$ cat src/brb_pkg.sv
// Purpose: Shared constants and types of the battery-backed BCD calendar block.
// Assumes: Byte addresses on an 8-bit register port with 32-bit data.
// Notes: The counting clock nominally delivers 32768 pulses per second.
package brb_pkg;

  localparam int ADDR_W = 8;
  localparam int DATA_W = 32;

  // Register byte offsets.
  localparam logic [7:0] OFS_TIME = 8'h00;
  localparam logic [7:0] OFS_DATE = 8'h04;
  localparam logic [7:0] OFS_CTRL = 8'h08;
  localparam logic [7:0] OFS_ALRM_A = 8'h0c;
  localparam logic [7:0] OFS_ALRM_B = 8'h10;
  localparam logic [7:0] OFS_SHIFT = 8'h14;
  localparam logic [7:0] OFS_CALIB = 8'h18;
  localparam logic [7:0] OFS_WAKEUP = 8'h1c;
  localparam logic [7:0] OFS_TS_TIME = 8'h20;
  localparam logic [7:0] OFS_TS_DATE = 8'h24;
  localparam logic [7:0] OFS_STATUS = 8'h28;
  localparam logic [7:0] OFS_MASK = 8'h2c;
  localparam logic [7:0] OFS_SUBSEC = 8'h30;
  localparam logic [7:0] OFS_BACKUP = 8'h40;
  localparam logic [7:0] BACKUP_BYTES = 8'h50;
  localparam int NUM_BACKUP = 20;

  // Time and date field positions.
  localparam int F_SEC = 0;
  localparam int F_MIN = 8;
  localparam int F_HOUR = 16;
  localparam int F_PM = 22;
  localparam int F_DAY = 0;
  localparam int F_MONTH = 8;
  localparam int F_WDAY = 13;
  localparam int F_YEAR = 16;

  // Alarm field ignore bits.
  localparam int ALRM_IGN_SEC = 24;
  localparam int ALRM_IGN_MIN = 25;
  localparam int ALRM_IGN_HOUR = 26;

  // Control register bits.
  localparam int CTRL_FMT12 = 0;
  localparam int CTRL_REF_EN = 1;
  localparam int CTRL_REF_60 = 2;
  localparam int CTRL_WAKE_EN = 3;
  localparam int CTRL_ALRM_EN = 4;
  localparam int CTRL_TS_EN = 6;
  localparam int CTRL_TAMP_EDGE = 7;
  localparam int CTRL_CLK_SEL = 8;
  localparam int CTRL_WAKE_RES = 10;
  localparam int CTRL_TAMP_FLT = 14;

  // Status and mask bits.
  localparam int ST_ALRM = 0;
  localparam int ST_WAKE = 2;
  localparam int ST_TS = 3;
  localparam int ST_TAMP = 4;
  localparam int NUM_EVENTS = 5;

  // Shift, calibration and wakeup fields.
  localparam int SHIFT_ADD1S = 31;
  localparam int SHIFT_W = 15;
  localparam int CALIB_PLUS = 9;
  localparam int CALIB_W = 9;
  localparam int WAKE_W = 17;

  // Synchronised pin indices.
  localparam int PIN_LSC = 0;
  localparam int PIN_RC1 = 1;
  localparam int PIN_RC2 = 2;
  localparam int PIN_HSC = 3;
  localparam int PIN_REF = 4;
  localparam int PIN_TAMP = 5;
  localparam int PIN_TS = 6;
  localparam int PIN_BATT = 7;
  localparam int PIN_SHDN = 8;
  localparam int PIN_LOWP = 9;
  localparam int NUM_PINS = 10;

  // Reset values and timing counts.
  localparam logic [31:0] CTRL_RST = 32'h0000_0000;
  localparam logic [23:0] DATE_RST = 24'h00_2101;
  localparam logic [4:0] HSC_DIV_LAST = 5'h1f;
  localparam logic [5:0] REF_50_LAST = 6'h31;
  localparam logic [5:0] REF_60_LAST = 6'h3b;
  localparam logic [10:0] CALIB_INS_SLOT = 11'h400;

  typedef enum logic [1:0] {SRC_LSC, SRC_RC1, SRC_RC2, SRC_HSC} brb_clk_src_type;

endpackage : brb_pkg

$ cat src/brb_sync.sv
// Purpose: Two-flip-flop synchroniser for asynchronous pins.
// Assumes: Each bit is an independent level.
// Notes: The first stage is read only by the second stage.
`timescale 1ns/1ps
module brb_sync #(
  parameter int W = 1
) (
  // Clock and reset
  input wire logic ref_clk_i,
  input wire logic rst_i,
  // Levels
  input wire logic [W-1:0] d_i,
  output logic [W-1:0] q_o
);
  logic [W-1:0] meta_q;

  for (genvar i = 0; i < W; i++)
  begin : g_bit
    always_ff @(posedge ref_clk_i)
    begin
      if (rst_i)
      begin
        meta_q[i] <= 1'b0;
        q_o[i] <= 1'b0;
      end
      else
      begin
        meta_q[i] <= d_i[i];
        q_o[i] <= meta_q[i];
      end
    end
  end
endmodule : brb_sync

$ cat src/brb_bcd_step.sv
// Purpose: One two-digit BCD counter stage with programmable first and last value.
// Assumes: The value is legal BCD.
// Notes: Purely combinational; the caller holds the register.
`timescale 1ns/1ps
module brb_bcd_step (
  // Current value and limits
  input wire logic [7:0] val_i,
  input wire logic [7:0] first_i,
  input wire logic [7:0] last_i,
  input wire logic step_i,
  // Next value and wrap
  output logic [7:0] next_o,
  output logic carry_o
);
  wire at_last = (val_i == last_i);
  wire ones_nine = (val_i[3:0] == 4'h9);
  wire [3:0] tens_inc = val_i[7:4] + 4'h1;
  wire [3:0] ones_inc = val_i[3:0] + 4'h1;
  wire [7:0] inc = ones_nine ? {tens_inc, 4'h0} : {val_i[7:4], ones_inc};

  assign carry_o = step_i & at_last;
  assign next_o = !step_i ? val_i : (at_last ? first_i : inc);
endmodule : brb_bcd_step

$ cat src/brb_rtc.sv
// Purpose: Battery-backed BCD calendar with alarms, timers, tamper and backup storage.
// Assumes: Counting clocks arrive as pins and are sampled by the 250 MHz system clock.
// Notes: Backup storage has no reset so it survives every reset of this block.
//
// What this block does
// - Keeps binary subsecond and BCD second, minute, hour, weekday, date, month, year; 12/24h.
// - Date rolls after 28/29/30/31 days, February following leap years.
// - Two independent programmable alarms compared against the running calendar.
// - On-the-fly shift removes 1 to 32767 counting pulses or adds a second.
// - With reference enabled, a 50 or 60 Hz input paces the seconds.
// - Digital calibration adds or removes counting pulses in 0.95 ppm steps.
// - One tamper input passes a programmable filter and raises a tamper event.
// - Calendar is captured on timestamp pin, tamper event or battery switchover.
// - 17-bit auto-reload wakeup down-counter with programmable resolution and period.
// - Twenty 32-bit backup registers, eighty bytes, writable by software.
// - Backup registers are never cleared by any reset or wakeup.
// - Counting clock chosen from crystal, two RC oscillators, or fast crystal over 32.
// - Crystal keeps counting always; RC sources stop in battery mode and shutdown.
// - Alarm, wakeup, timestamp and tamper events raise interrupt; wakeup only while the low-power pin is high.
`timescale 1ns/1ps
module brb_rtc
  import brb_pkg::*;
(
  // Clock and reset
  input wire logic ref_clk_i,
  input wire logic rst_i,
  // Register port
  input wire logic [ADDR_W-1:0] addr_i,
  input wire logic [DATA_W-1:0] wr_data_i,
  input wire logic wr_en_i,
  input wire logic rd_en_i,
  output logic [DATA_W-1:0] rd_data_o,
  // Counting clock sources
  input wire logic low_speed_crystal_clock_i,
  input wire logic internal_rc_clock_one_i,
  input wire logic internal_rc_clock_two_i,
  input wire logic high_speed_crystal_clock_i,
  // Event and power pins
  input wire logic ref_50_60_i,
  input wire logic tamper_i,
  input wire logic timestamp_i,
  input wire logic battery_mode_i,
  input wire logic shutdown_i,
  input wire logic low_power_i,
  // Event outputs
  output logic irq_o,
  output logic wakeup_o
);
  logic [NUM_PINS-1:0] pins_s;
  logic [NUM_PINS-1:0] pins_prev_q;
  logic [31:0] ctrl_q;
  logic [31:0] alarm_q [2];
  logic [CALIB_W:0] calib_q;
  logic [WAKE_W-1:0] wake_reload_q;
  logic [NUM_EVENTS-1:0] status_q;
  logic [NUM_EVENTS-1:0] mask_q;
  logic [31:0] backup_q [NUM_BACKUP];
  logic [4:0] hsc_div_q;
  logic [19:0] cal_win_q;
  logic [SHIFT_W-1:0] shift_left_q;
  logic add_sec_q;
  logic [14:0] subsec_q;
  logic [5:0] ref_cnt_q;
  logic [7:0] sec_q;
  logic [7:0] min_q;
  logic [7:0] hour_q;
  logic pm_q;
  logic [2:0] wday_q;
  logic [7:0] day_q;
  logic [7:0] month_q;
  logic [7:0] year_q;
  logic sec_tick_q;
  logic [3:0] tamp_cnt_q;
  logic [23:0] ts_time_q;
  logic [23:0] ts_date_q;
  logic [15:0] wk_pre_q;
  logic [WAKE_W-1:0] wk_cnt_q;
  logic [NUM_EVENTS-1:0] alarm_ev;

  brb_sync #(
    .W(NUM_PINS)
  ) u_sync (
    .ref_clk_i(ref_clk_i),
    .rst_i(rst_i),
    .d_i({low_power_i, shutdown_i, battery_mode_i, timestamp_i, tamper_i, ref_50_60_i,
          high_speed_crystal_clock_i, internal_rc_clock_two_i, internal_rc_clock_one_i,
          low_speed_crystal_clock_i}),
    .q_o(pins_s)
  );

  wire [NUM_PINS-1:0] pin_rise = pins_s & ~pins_prev_q;
  wire batt = pins_s[PIN_BATT];
  wire shdn = pins_s[PIN_SHDN];

  // Register decode.
  wire wr_time = wr_en_i && (addr_i == OFS_TIME);
  wire wr_date = wr_en_i && (addr_i == OFS_DATE);
  wire wr_shift = wr_en_i && (addr_i == OFS_SHIFT);
  wire rd_status = rd_en_i && (addr_i == OFS_STATUS);
  wire [7:0] bk_off = addr_i - OFS_BACKUP;
  wire bk_hit = (addr_i >= OFS_BACKUP) && (bk_off < BACKUP_BYTES) && (addr_i[1:0] == 2'h0);
  wire [4:0] bk_idx = bk_off[6:2];

  // Counting clock selection; the fast crystal is divided by 32 first.
  wire [1:0] clk_sel_bits = ctrl_q[CTRL_CLK_SEL +: 2];
  wire brb_clk_src_type clk_sel = brb_clk_src_type'(clk_sel_bits);
  wire hsc_tick = pin_rise[PIN_HSC] && (hsc_div_q == HSC_DIV_LAST);
  logic src_rise;
  logic src_alive;

  always_comb
  begin
    unique case (clk_sel)
      SRC_LSC:
      begin
        src_rise = pin_rise[PIN_LSC];
        src_alive = 1'b1;
      end
      SRC_RC1:
      begin
        src_rise = pin_rise[PIN_RC1];
        src_alive = !batt && !shdn;
      end
      SRC_RC2:
      begin
        src_rise = pin_rise[PIN_RC2];
        src_alive = !batt && !shdn;
      end
      SRC_HSC:
      begin
        // The fast crystal has no battery supply, so it stops like the RC sources.
        src_rise = hsc_tick;
        src_alive = !batt && !shdn;
      end
    endcase
  end

  wire raw_tick = src_rise && src_alive;

  // Calibration over a 2^20 pulse window: up to 511 pulses removed, 512 inserted.
  wire cal_slot = (cal_win_q[10:0] == 11'h000) && (cal_win_q[19:11] < calib_q[CALIB_W-1:0]);
  wire cal_drop = raw_tick && cal_slot;
  wire cal_ins = raw_tick && calib_q[CALIB_PLUS] && (cal_win_q[10:0] == CALIB_INS_SLOT);
  wire shift_eat = raw_tick && !cal_drop && (shift_left_q != '0);
  logic [1:0] cnt_step;
  assign cnt_step = (!raw_tick || cal_drop || shift_eat) ? 2'h0 : (cal_ins ? 2'h2 : 2'h1);
  wire [15:0] ss_sum = {1'b0, subsec_q} + {14'h0, cnt_step};

  // Reference pacing: the prescaler only supplies subseconds while enabled.
  wire ref_en = ctrl_q[CTRL_REF_EN];
  wire [5:0] ref_last = ctrl_q[CTRL_REF_60] ? REF_60_LAST : REF_50_LAST;
  wire ref_sec = pin_rise[PIN_REF] && (ref_cnt_q == ref_last);
  wire sec_tick = (ref_en ? ref_sec : ss_sum[15]) || add_sec_q;

  // Calendar chain.
  wire fmt12 = ctrl_q[CTRL_FMT12];
  logic [7:0] sec_n, min_n, hour_n, day_n, month_n, year_n;
  logic sec_c, min_c, hour_c, day_c, month_c;
  logic [7:0] month_len;
  wire leap = year_q[4] ? (year_q[3:0] == 4'h2 || year_q[3:0] == 4'h6)
                        : (year_q[3:0] == 4'h0 || year_q[3:0] == 4'h4 || year_q[3:0] == 4'h8);

  always_comb
  begin
    unique case (month_q)
      8'h02: month_len = leap ? 8'h29 : 8'h28;
      8'h04, 8'h06, 8'h09, 8'h11: month_len = 8'h30;
      default: month_len = 8'h31;
    endcase
  end

  wire hour_eleven = (hour_q == 8'h11);
  wire pm_flip = fmt12 && min_c && hour_eleven;
  wire day_step = fmt12 ? (pm_flip && pm_q) : hour_c;
  wire [2:0] wday_n = !day_step ? wday_q : ((wday_q == 3'h7) ? 3'h1 : wday_q + 3'h1);

  brb_bcd_step u_sec (.val_i(sec_q), .first_i(8'h00), .last_i(8'h59), .step_i(sec_tick),
                      .next_o(sec_n), .carry_o(sec_c));
  brb_bcd_step u_min (.val_i(min_q), .first_i(8'h00), .last_i(8'h59), .step_i(sec_c),
                      .next_o(min_n), .carry_o(min_c));
  brb_bcd_step u_hour (.val_i(hour_q), .first_i(fmt12 ? 8'h01 : 8'h00),
                       .last_i(fmt12 ? 8'h12 : 8'h23), .step_i(min_c),
                       .next_o(hour_n), .carry_o(hour_c));
  brb_bcd_step u_day (.val_i(day_q), .first_i(8'h01), .last_i(month_len), .step_i(day_step),
                      .next_o(day_n), .carry_o(day_c));
  brb_bcd_step u_month (.val_i(month_q), .first_i(8'h01), .last_i(8'h12), .step_i(day_c),
                        .next_o(month_n), .carry_o(month_c));
  brb_bcd_step u_year (.val_i(year_q), .first_i(8'h00), .last_i(8'h99), .step_i(month_c),
                       .next_o(year_n), .carry_o());

  wire [23:0] time_now = {1'b0, pm_q, hour_q[5:0], min_q, sec_q};
  wire [23:0] date_now = {year_q, wday_q, month_q[4:0], day_q};

  // Alarms are checked once, the cycle after each second has been counted.
  for (genvar a = 0; a < 2; a++)
  begin : g_alarm
    wire [31:0] al = alarm_q[a];
    wire sec_ok = al[ALRM_IGN_SEC] || (al[F_SEC +: 8] == sec_q);
    wire min_ok = al[ALRM_IGN_MIN] || (al[F_MIN +: 8] == min_q);
    wire hour_ok = al[ALRM_IGN_HOUR] ||
                   ((al[F_HOUR +: 6] == hour_q[5:0]) && (!fmt12 || al[F_PM] == pm_q));
    assign alarm_ev[ST_ALRM + a] = ctrl_q[CTRL_ALRM_EN + a] && sec_tick_q &&
                                   sec_ok && min_ok && hour_ok;
  end

  // Tamper: edge mode, or a level held for 1, 2, 4 or 8 counting pulses.
  wire [1:0] tamp_flt = ctrl_q[CTRL_TAMP_FLT +: 2];
  wire [3:0] tamp_target = 4'h1 << tamp_flt;
  wire tamp_hi = pins_s[PIN_TAMP];
  wire tamp_lvl_ev = raw_tick && tamp_hi && (tamp_cnt_q == tamp_target - 4'h1);
  wire tamp_ev = ctrl_q[CTRL_TAMP_EDGE] ? pin_rise[PIN_TAMP] : tamp_lvl_ev;

  wire ts_ev = ctrl_q[CTRL_TS_EN] &&
               (pin_rise[PIN_TS] || tamp_ev || pin_rise[PIN_BATT]);

  // Wakeup timer steps once per 2^res counting pulses.
  wire [3:0] wk_res = ctrl_q[CTRL_WAKE_RES +: 4];
  wire [15:0] wk_mask = ~(16'hffff << wk_res);
  wire wk_step = raw_tick && ((wk_pre_q & wk_mask) == wk_mask);
  wire wk_en = ctrl_q[CTRL_WAKE_EN];
  wire wk_ev = wk_en && wk_step && (wk_cnt_q == '0);

  assign alarm_ev[ST_WAKE] = wk_ev;
  assign alarm_ev[ST_TS] = ts_ev;
  assign alarm_ev[ST_TAMP] = tamp_ev;

  // A new event in the clearing read's cycle survives the clear.
  wire [NUM_EVENTS-1:0] status_d = (rd_status ? '0 : status_q) | alarm_ev;
  wire irq_d = |(status_q & mask_q);

  // Read data selection; unmapped addresses read as zero.
  wire [31:0] rd_data_d =
    (addr_i == OFS_TIME) ? {8'h00, time_now} :
    (addr_i == OFS_DATE) ? {8'h00, date_now} :
    (addr_i == OFS_CTRL) ? ctrl_q :
    (addr_i == OFS_ALRM_A) ? alarm_q[0] :
    (addr_i == OFS_ALRM_B) ? alarm_q[1] :
    (addr_i == OFS_SHIFT) ? {add_sec_q, 16'h0000, shift_left_q} :
    (addr_i == OFS_CALIB) ? {22'h0, calib_q} :
    (addr_i == OFS_WAKEUP) ? {15'h0, wake_reload_q} :
    (addr_i == OFS_TS_TIME) ? {8'h00, ts_time_q} :
    (addr_i == OFS_TS_DATE) ? {8'h00, ts_date_q} :
    (addr_i == OFS_STATUS) ? {27'h0, status_q} :
    (addr_i == OFS_MASK) ? {27'h0, mask_q} :
    (addr_i == OFS_SUBSEC) ? {17'h0, subsec_q} :
    bk_hit ? backup_q[bk_idx] : 32'h0;

  // Software-written configuration.
  always_ff @(posedge ref_clk_i)
  begin
    if (rst_i)
    begin
      ctrl_q <= CTRL_RST;
      alarm_q[0] <= '0;
      alarm_q[1] <= '0;
      calib_q <= '0;
      wake_reload_q <= '0;
      mask_q <= '0;
    end
    else if (wr_en_i)
    begin
      if (addr_i == OFS_CTRL) ctrl_q <= wr_data_i;
      if (addr_i == OFS_ALRM_A) alarm_q[0] <= wr_data_i;
      if (addr_i == OFS_ALRM_B) alarm_q[1] <= wr_data_i;
      if (addr_i == OFS_CALIB) calib_q <= wr_data_i[CALIB_W:0];
      if (addr_i == OFS_WAKEUP) wake_reload_q <= wr_data_i[WAKE_W-1:0];
      if (addr_i == OFS_MASK) mask_q <= wr_data_i[NUM_EVENTS-1:0];
    end
  end

  // Backup storage has no reset branch on purpose.
  always_ff @(posedge ref_clk_i)
  begin
    if (wr_en_i && bk_hit)
      backup_q[bk_idx] <= wr_data_i;
  end

  // Prescaling, calibration and shift.
  always_ff @(posedge ref_clk_i)
  begin
    if (rst_i)
    begin
      pins_prev_q <= '0;
      hsc_div_q <= '0;
      cal_win_q <= '0;
      shift_left_q <= '0;
      add_sec_q <= 1'b0;
      subsec_q <= '0;
      ref_cnt_q <= '0;
      sec_tick_q <= 1'b0;
    end
    else
    begin
      pins_prev_q <= pins_s;
      sec_tick_q <= sec_tick;
      if (pin_rise[PIN_HSC]) hsc_div_q <= hsc_div_q + 5'h1;
      if (raw_tick) cal_win_q <= cal_win_q + 20'h1;
      if (wr_shift) shift_left_q <= wr_data_i[SHIFT_W-1:0];
      else if (shift_eat) shift_left_q <= shift_left_q - 15'h1;
      add_sec_q <= wr_shift && wr_data_i[SHIFT_ADD1S];
      if (wr_time || ref_sec) subsec_q <= '0;
      else subsec_q <= ss_sum[14:0];
      if (!ref_en || ref_sec) ref_cnt_q <= '0;
      else if (pin_rise[PIN_REF]) ref_cnt_q <= ref_cnt_q + 6'h1;
    end
  end

  // Calendar registers; a software write wins over counting.
  always_ff @(posedge ref_clk_i)
  begin
    if (rst_i)
    begin
      {pm_q, hour_q, min_q, sec_q} <= '0;
      {year_q, wday_q, month_q, day_q} <= {DATE_RST[23:13], 3'h0, DATE_RST[12:0]};
    end
    else
    begin
      if (wr_time)
      begin
        sec_q <= wr_data_i[F_SEC +: 8];
        min_q <= wr_data_i[F_MIN +: 8];
        hour_q <= {2'h0, wr_data_i[F_HOUR +: 6]};
        pm_q <= wr_data_i[F_PM];
      end
      else
      begin
        sec_q <= sec_n;
        min_q <= min_n;
        hour_q <= hour_n;
        pm_q <= pm_q ^ pm_flip;
      end
      if (wr_date)
      begin
        day_q <= wr_data_i[F_DAY +: 8];
        month_q <= {3'h0, wr_data_i[F_MONTH +: 5]};
        wday_q <= wr_data_i[F_WDAY +: 3];
        year_q <= wr_data_i[F_YEAR +: 8];
      end
      else
      begin
        day_q <= day_n;
        month_q <= month_n;
        wday_q <= wday_n;
        year_q <= year_n;
      end
    end
  end

  // Tamper filter, timestamp capture and wakeup timer.
  always_ff @(posedge ref_clk_i)
  begin
    if (rst_i)
    begin
      tamp_cnt_q <= '0;
      ts_time_q <= '0;
      ts_date_q <= '0;
      wk_pre_q <= '0;
      wk_cnt_q <= '0;
    end
    else
    begin
      if (!tamp_hi) tamp_cnt_q <= '0;
      else if (raw_tick && tamp_cnt_q != tamp_target) tamp_cnt_q <= tamp_cnt_q + 4'h1;
      if (ts_ev)
      begin
        ts_time_q <= time_now;
        ts_date_q <= date_now;
      end
      if (raw_tick) wk_pre_q <= wk_pre_q + 16'h1;
      if (!wk_en || wk_ev) wk_cnt_q <= wake_reload_q;
      else if (wk_step) wk_cnt_q <= wk_cnt_q - 17'h1;
    end
  end

  // Status and outputs.
  always_ff @(posedge ref_clk_i)
  begin
    if (rst_i)
    begin
      status_q <= '0;
      irq_o <= 1'b0;
      wakeup_o <= 1'b0;
      rd_data_o <= '0;
    end
    else
    begin
      status_q <= status_d;
      irq_o <= irq_d;
      wakeup_o <= irq_d && pins_s[PIN_LOWP];
      rd_data_o <= rd_en_i ? rd_data_d : 32'h0;
    end
  end
endmodule : brb_rtc

$ cat config.mk
export PLATFORM = sky130hd
export DESIGN_NAME = brb_rtc
export DESIGN_NICKNAME = d
export VERILOG_FILES = /design/src/brb_pkg.sv /design/src/brb_sync.sv /design/src/brb_bcd_step.sv /design/src/brb_rtc.sv
export SDC_FILE = /design/constraint.sdc
export NUM_CORES = 2
export LEC_CHECK = 0
export BUFFER_PORTS_ARGS = -buffer_cell sky130_fd_sc_hd__buf_2
export CORE_AREA = 4 4 355 357
export DETAILED_ROUTE_END_ITERATION = 7
export DIE_AREA = 0 0 359 361
export GPL_TIMING_DRIVEN = 0
export PLACE_DENSITY = 0.61
export SYNTH_ARGS = -nofsm -noshare
export SYNTH_HDL_FRONTEND = slang
export SYNTH_HIERARCHICAL = 1
export SYNTH_SLANG_ARGS = --single-unit
$ cat constraint.sdc
create_clock -name ref_clk_i -period 7.1 [get_ports ref_clk_i]
set_clock_uncertainty 0.15 [all_clocks]
set_input_delay 1.065 -clock ref_clk_i [delete_from_list [all_inputs] [get_ports ref_clk_i]]
set_output_delay 1.065 -clock ref_clk_i [all_outputs]
set_load 0.01 [all_outputs]
[After elaboration in Yosys (flattened, before gate mapping)]
Memory sizes are Yosys's and may differ from the RTL's.
Cells that the tools add are included.
Storage, ports and cells
  memories kept: 2
  register bits: 330
  output and inout port bits: 34
  bits in writable memories: 704
  logic and storage cells: 342
Operators by class
  reductions and logical operators: 111
  multiplexer cells: 74
  eq/ne operators: 52
  magnitude comparators: 3
  shifts and indexed selects: 2
  bitwise logic cells: 16
  $add $sub $neg: 23
Memories
  backup_q: depth 20, width 32, read ports 1, clocked after Yosys merged registers in 0, wr ports 1, line brb_rtc.sv:57  | logic [31:0] backup_q [NUM_BACKUP];
  alarm_q: depth 2, width 32, read ports 2, clocked after Yosys merged registers in 0, wr ports 2, line brb_rtc.sv:52  | logic [31:0] alarm_q [2];
Operators with widths (count)
  $mux 32: 14
  $mux 8: 20
  $eq 8x5->1 const B: 7
  $add 4x1->4 const B: 13
  $eq 8x6->1 const B: 5
  $logic_and 1x1->1: 39
  $mux 17: 2
  $eq 8x8->1: 4
  $mux 15: 2
  $eq 4x4->1 const B: 7
  $eq 8x3->1 const B: 3
  $eq 8x4->1 const B: 3
  $mux 24: 1
  $reduce_and 2->1: 12
  $mux 23: 1
  $add 20x1->20 const B: 1
  $reduce_bool 2->1: 10
  $logic_or 1x1->1: 19
  $mux 1: 19
  $eq 6x6->1: 3
  $mux 6: 3
  $reduce_bool 3->1: 6
  $logic_not 17->1: 1
  $sub 17x1->17 const B: 1
  55 further kinds: 85

[Depth between registers and ports, before layout]
  depth after elaboration: 24
  gate-level depth with buffers: 35
  gate-level depth less buffers: 34

[Hierarchy]
The synthesis kept the hierarchy.
Modules (own cells, without submodules)
  brb_rtc: area an instance 42697.2 um2, cells an instance 3253, times used 1
  brb_bcd_step: area an instance 519.2 um2, cells an instance 71, times used 6
  brb_sync: area an instance 618.1 um2, cells an instance 42, times used 1

[Least setup slack after synthesis]
Ideal clock, no wire load.
  kind: flip-flop to flip-flop
  start point: register hsc_div_q[0]
  end point: register year_q[3]
  cell stages (with the launch flop): 36
  data arrival time: 5.575 ns
  setup slack: 1.305 ns
  clock period less this slack: 5.795 ns
  path buffers: 3
  cells stage by stage: dfxtp_1 ha_1 and3_1 ha_1 a32o_1 a31oi_1 buf_2 a41o_1 or3_1 inv_1 ha_1 a21o_1 nand4_1 nor2_1 nand3_1 nor2_1 a211o_1 inv_1 nor2_1 inv_1 nor2_1 nand4bb_1 nor4_1 ha_1 mux2i_1 inv_1 inv_1 nor2_1 inv_1 nor2_1 clkbuf_1 clkbuf_1 o221ai_1 o221ai_1 nand2_1 a21oi_1
Between the ends
  longest elaborated chain between the ends: 22
  elaborated cells on any way between the ends: 28
Ends and longest elaborated chain
  start, declared: line brb_rtc.sv:58  | logic [4:0] hsc_div_q;
  start signal, assigned: line brb_rtc.sv:296  | if (pin_rise[PIN_HSC]) hsc_div_q <= hsc_div_q + 5'h1;
  $eq 5x5->1 (*): line brb_rtc.sv:107  | wire hsc_tick = pin_rise[PIN_HSC] && (hsc_div_q == HSC_DIV_LAST);
  $logic_and 1x1->1 (*): line brb_rtc.sv:107
  $pmux 1 s4 (*): line brb_rtc.sv:113  | unique case (clk_sel)
  $logic_and 1x1->1 (*): line brb_rtc.sv:138  | wire raw_tick = src_rise && src_alive;
  $logic_and 1x1->1: line brb_rtc.sv:142  | wire cal_drop = raw_tick && cal_slot;
  $logic_not 1->1: line brb_rtc.sv:144  | wire shift_eat = raw_tick && !cal_drop && (shift_left_q != '0);
  $logic_and 1x1->1 (2 in a row): line brb_rtc.sv:144
  $logic_or 1x1->1: line brb_rtc.sv:146  | assign cnt_step = (!raw_tick || cal_drop || shift_eat) ? 2'h0 : (cal_ins ? 2'h2 : 2'h1);
  [4 not listed]
  via sec_tick: line brb_rtc.sv:153  | wire sec_tick = (ref_en ? ref_sec : ss_sum[15]) || add_sec_q;
  [1 not listed]
  via sec_c: line brb_rtc.sv:158  | logic sec_c, min_c, hour_c, day_c, month_c;
  [1 not listed]
  via min_c: line brb_rtc.sv:158
  [2 not listed]
  $logic_and 1x1->1: line brb_rtc.sv:174  | wire day_step = fmt12 ? (pm_flip && pm_q) : hour_c;
  $mux 1 (*): line brb_rtc.sv:174
  via day_step: line brb_rtc.sv:174
  $and 1x1->1 (*): line brb_bcd_step.sv:21  | assign carry_o = step_i & at_last;
  via day_c: line brb_rtc.sv:158
  $and 1x1->1 (*): line brb_bcd_step.sv:21
  via month_c: line brb_rtc.sv:158
  $reduce_bool 2->1 (no line) (*)
  end signal, assigned: line brb_rtc.sv:314  | {year_q, wday_q, month_q, day_q} <= {DATE_RST[23:13], 3'h0, DATE_RST[12:0]};
  end signal, assigned: line brb_rtc.sv:337  | year_q <= wr_data_i[F_YEAR +: 8];
  end signal, assigned: line brb_rtc.sv:344  | year_q <= year_n;
  end, declared: line brb_rtc.sv:71  | logic [7:0] year_q;
Mark *: on every way through the listed nets, which the timed path passes. The rest lies on a longest branch.
A chain may end at the register's enable or synchronous reset.

[Final worst setup path]
Same ends and word-level chain as after synthesis.

==> run metrics <==
vias per cell 5.83; WP data required roughly 7.6 ns; Die X 359 um; DIE AREA around 130000 um^2; Pre-antenna DRT Iters 8; run status finished, violations left; CTS Hold Bufs 0; I/O pin count 88; row cnt 129; Die Y-Extent ~360 um; fin crit period between 6 and 7 ns; Most common cell on crit path inv_1; cell area after synthesis around 46000 um^2; critical path endpoint category flop; Num CTS Buffers 106; Pleak between 15 and 20 nW; TritonCTS clock tree done; Fin. Hold Viols 0; final worst path period share 95.0%; Crit Path Max Fanout 10; maximum achievable frequency 148 MHz; DP Worst Slack -1.19 ns; Num Clock Sinks between 1000 and 1500; Yosys warnings 6; failing checks max-capacitance violations, max-slew violations; Port Buffer Count 81; fraction of layout cells with a size suffix above 1 16.3%; CP arrival 7.23 ns; first-pass GRT wire length 233000 um; clk buf depth 3; Hold Path Class reg2reg; Post-Route Utilization 43.5%; Slew headroom -5.87%; worst setup path class reg2reg; All-Layer GR Usage 24.6%; initial antenna violation count 16; Peak VDD IR around 250 uV; Cells after Synth 3720; Startpoint Class flop; worst reg2reg path depth 35; Max-Cap Viols 3; Overflow after GRT 0; Least-Margin Pin Slew 1.58 ns; clk root buf clkbuf_16; max-slew violations 2; HPWL after detailed placement 114000 um; DRC Markers 0; Detailed Route Iter0 Violations roughly 4400; RSZ-0062 raised after global routing no; DP Cell Count between 5000 and 6000; final total power 13.3 mW; Hold WS 0.283 ns; H-tree Lvls 3; Routed Antenna Nets 0; worst hold stages 1; Max stage delay on crit path 0.33 ns; Avg Synthesized Cell Area between 10 and 15 um^2; Total Routed Length 163000 um; clk slew on worst S/H paths roughly 0.06 ns; routed len/inst 28.4 um; PwrDens 249 nW/um^2; Vias 33600; Final Non-Filler Cells around 5800; Nets 4111; Worst-Skew Late Latency 0.75 ns; slowest CP cell dfxtp_1; number of global-route vias before repair ~32000; core area 123000 um^2; Initial Util roughly 38%; Area Growth Syn to Fin 15.3%; pin count of the biggest net entering global routing 28; Setup violations, final 0; Final Worst Setup Slack between 0.3 and 0.4 ns; GP Congestion between 1 and 1.5
-- layer usage --
| metal | vias to the layer above | track usage, % | share of wire [%] |
|---|---|---|---|
| li1 | 14500 | - | - |
| met2 | 1990 | 36.7 | 43 |
| met3 | 405 | 7.08 | 12 |
| met1 | 16700 | 33.7 | 40 |
| met4 | 8 | 9.81 | 4.6 |
| met5 | - | 0 | 0.035 |
-- power breakdown --
part | switching [mW] | internal, mW
logic | 0.651 | 0.339
clock network | 2.45 | 3.28
registers | 0.119 | 6.49
-- layout by cell type (no fill, tap or decap), types with 41 or more instances in the layout --
cell type and n:
dfxtp_1 329, xor2_1 84, nand2_1 445, and3_1 42, a21oi_1 259, o221ai_1 66
nor3_1 57, nor2_1 251, mux2i_1 133, nand3_1 43, mux4_2 123, o21ai_0 101
and2_1 45, conb_1 89, o22ai_1 79, xnor2_1 44, clkbuf_16 109, edfxtp_1 704
mux2_2 41, buf_2 128, inv_1 88, clkbuf_1 129
-- worst paths after layout --
path / start / endpoint / slack [ns]
setup / recovery: hsc_div_q[0] / year_q[3] / 0.35
hold / removal: u_sync/q_o[9] / wakeup_o / 0.28
hold reg to reg: u_sync/q_o[9] / wakeup_o / 0.28
setup reg to reg: hsc_div_q[0] / year_q[3] / 0.35
-- critical path: cells and delay by family (launching register included) --
family / cells / cell delay (ns)
fa+ha+maj: 4 / 0.86
mux: 1 / 0.13
buf+inv: 9 / 1.46
simple gates: 13 / 2.29
flops: 1 / 0.33
compound gates: 8 / 1.42
-- state kept, by name, summed over array words and instances (netlist names), 8 cells and up --
name and count:
u_sync/meta_q 10, year_q 8, ts_time_q 23, ts_date_q 24, shift_left_q 15, wk_cnt_q 17
wk_pre_q 15, hour_q 8, alarm_q 64, cal_win_q 20, wake_reload_q 17, ctrl_q 32
rd_data_o 32, subsec_q 15, pins_prev_q 8, day_q 8, min_q 8, sec_q 8
calib_q 10, month_q 8, u_sync/q_o 10, backup_q 640
-- final cells by class --
class,count,area [um^2]
diodes,6,15.0
plain buffers,224,1230
clock buffers,133,2880
clock inverters,68,696
fillers,11300,69500
inverters,91,342
multi-input cells,2459,17700
flip-flops and latches,1033,27700
well taps,1637,2050
repair buffers,110,923
-- per-stage QoR --
step / TNS, ns / instance area [um^2]
after floorplan: 0 / 46800
after global routing: 0 / 53500
after CTS: 0 / 53500
final: 0 / 53500
after detailed placement: -15.27 / 49800
after global placement: -268.17 / 49200
-- what timing repair did --
item | in CTS | in global routing
pin swaps | 1 | 3
setup endpoints to repair | 24 | 22
gates resized for setup | 12 | 8
setup buffers | 3 | 3
hold endpoints to repair | 0 | 0
Note: power is estimated with default switching activity, not from simulation.
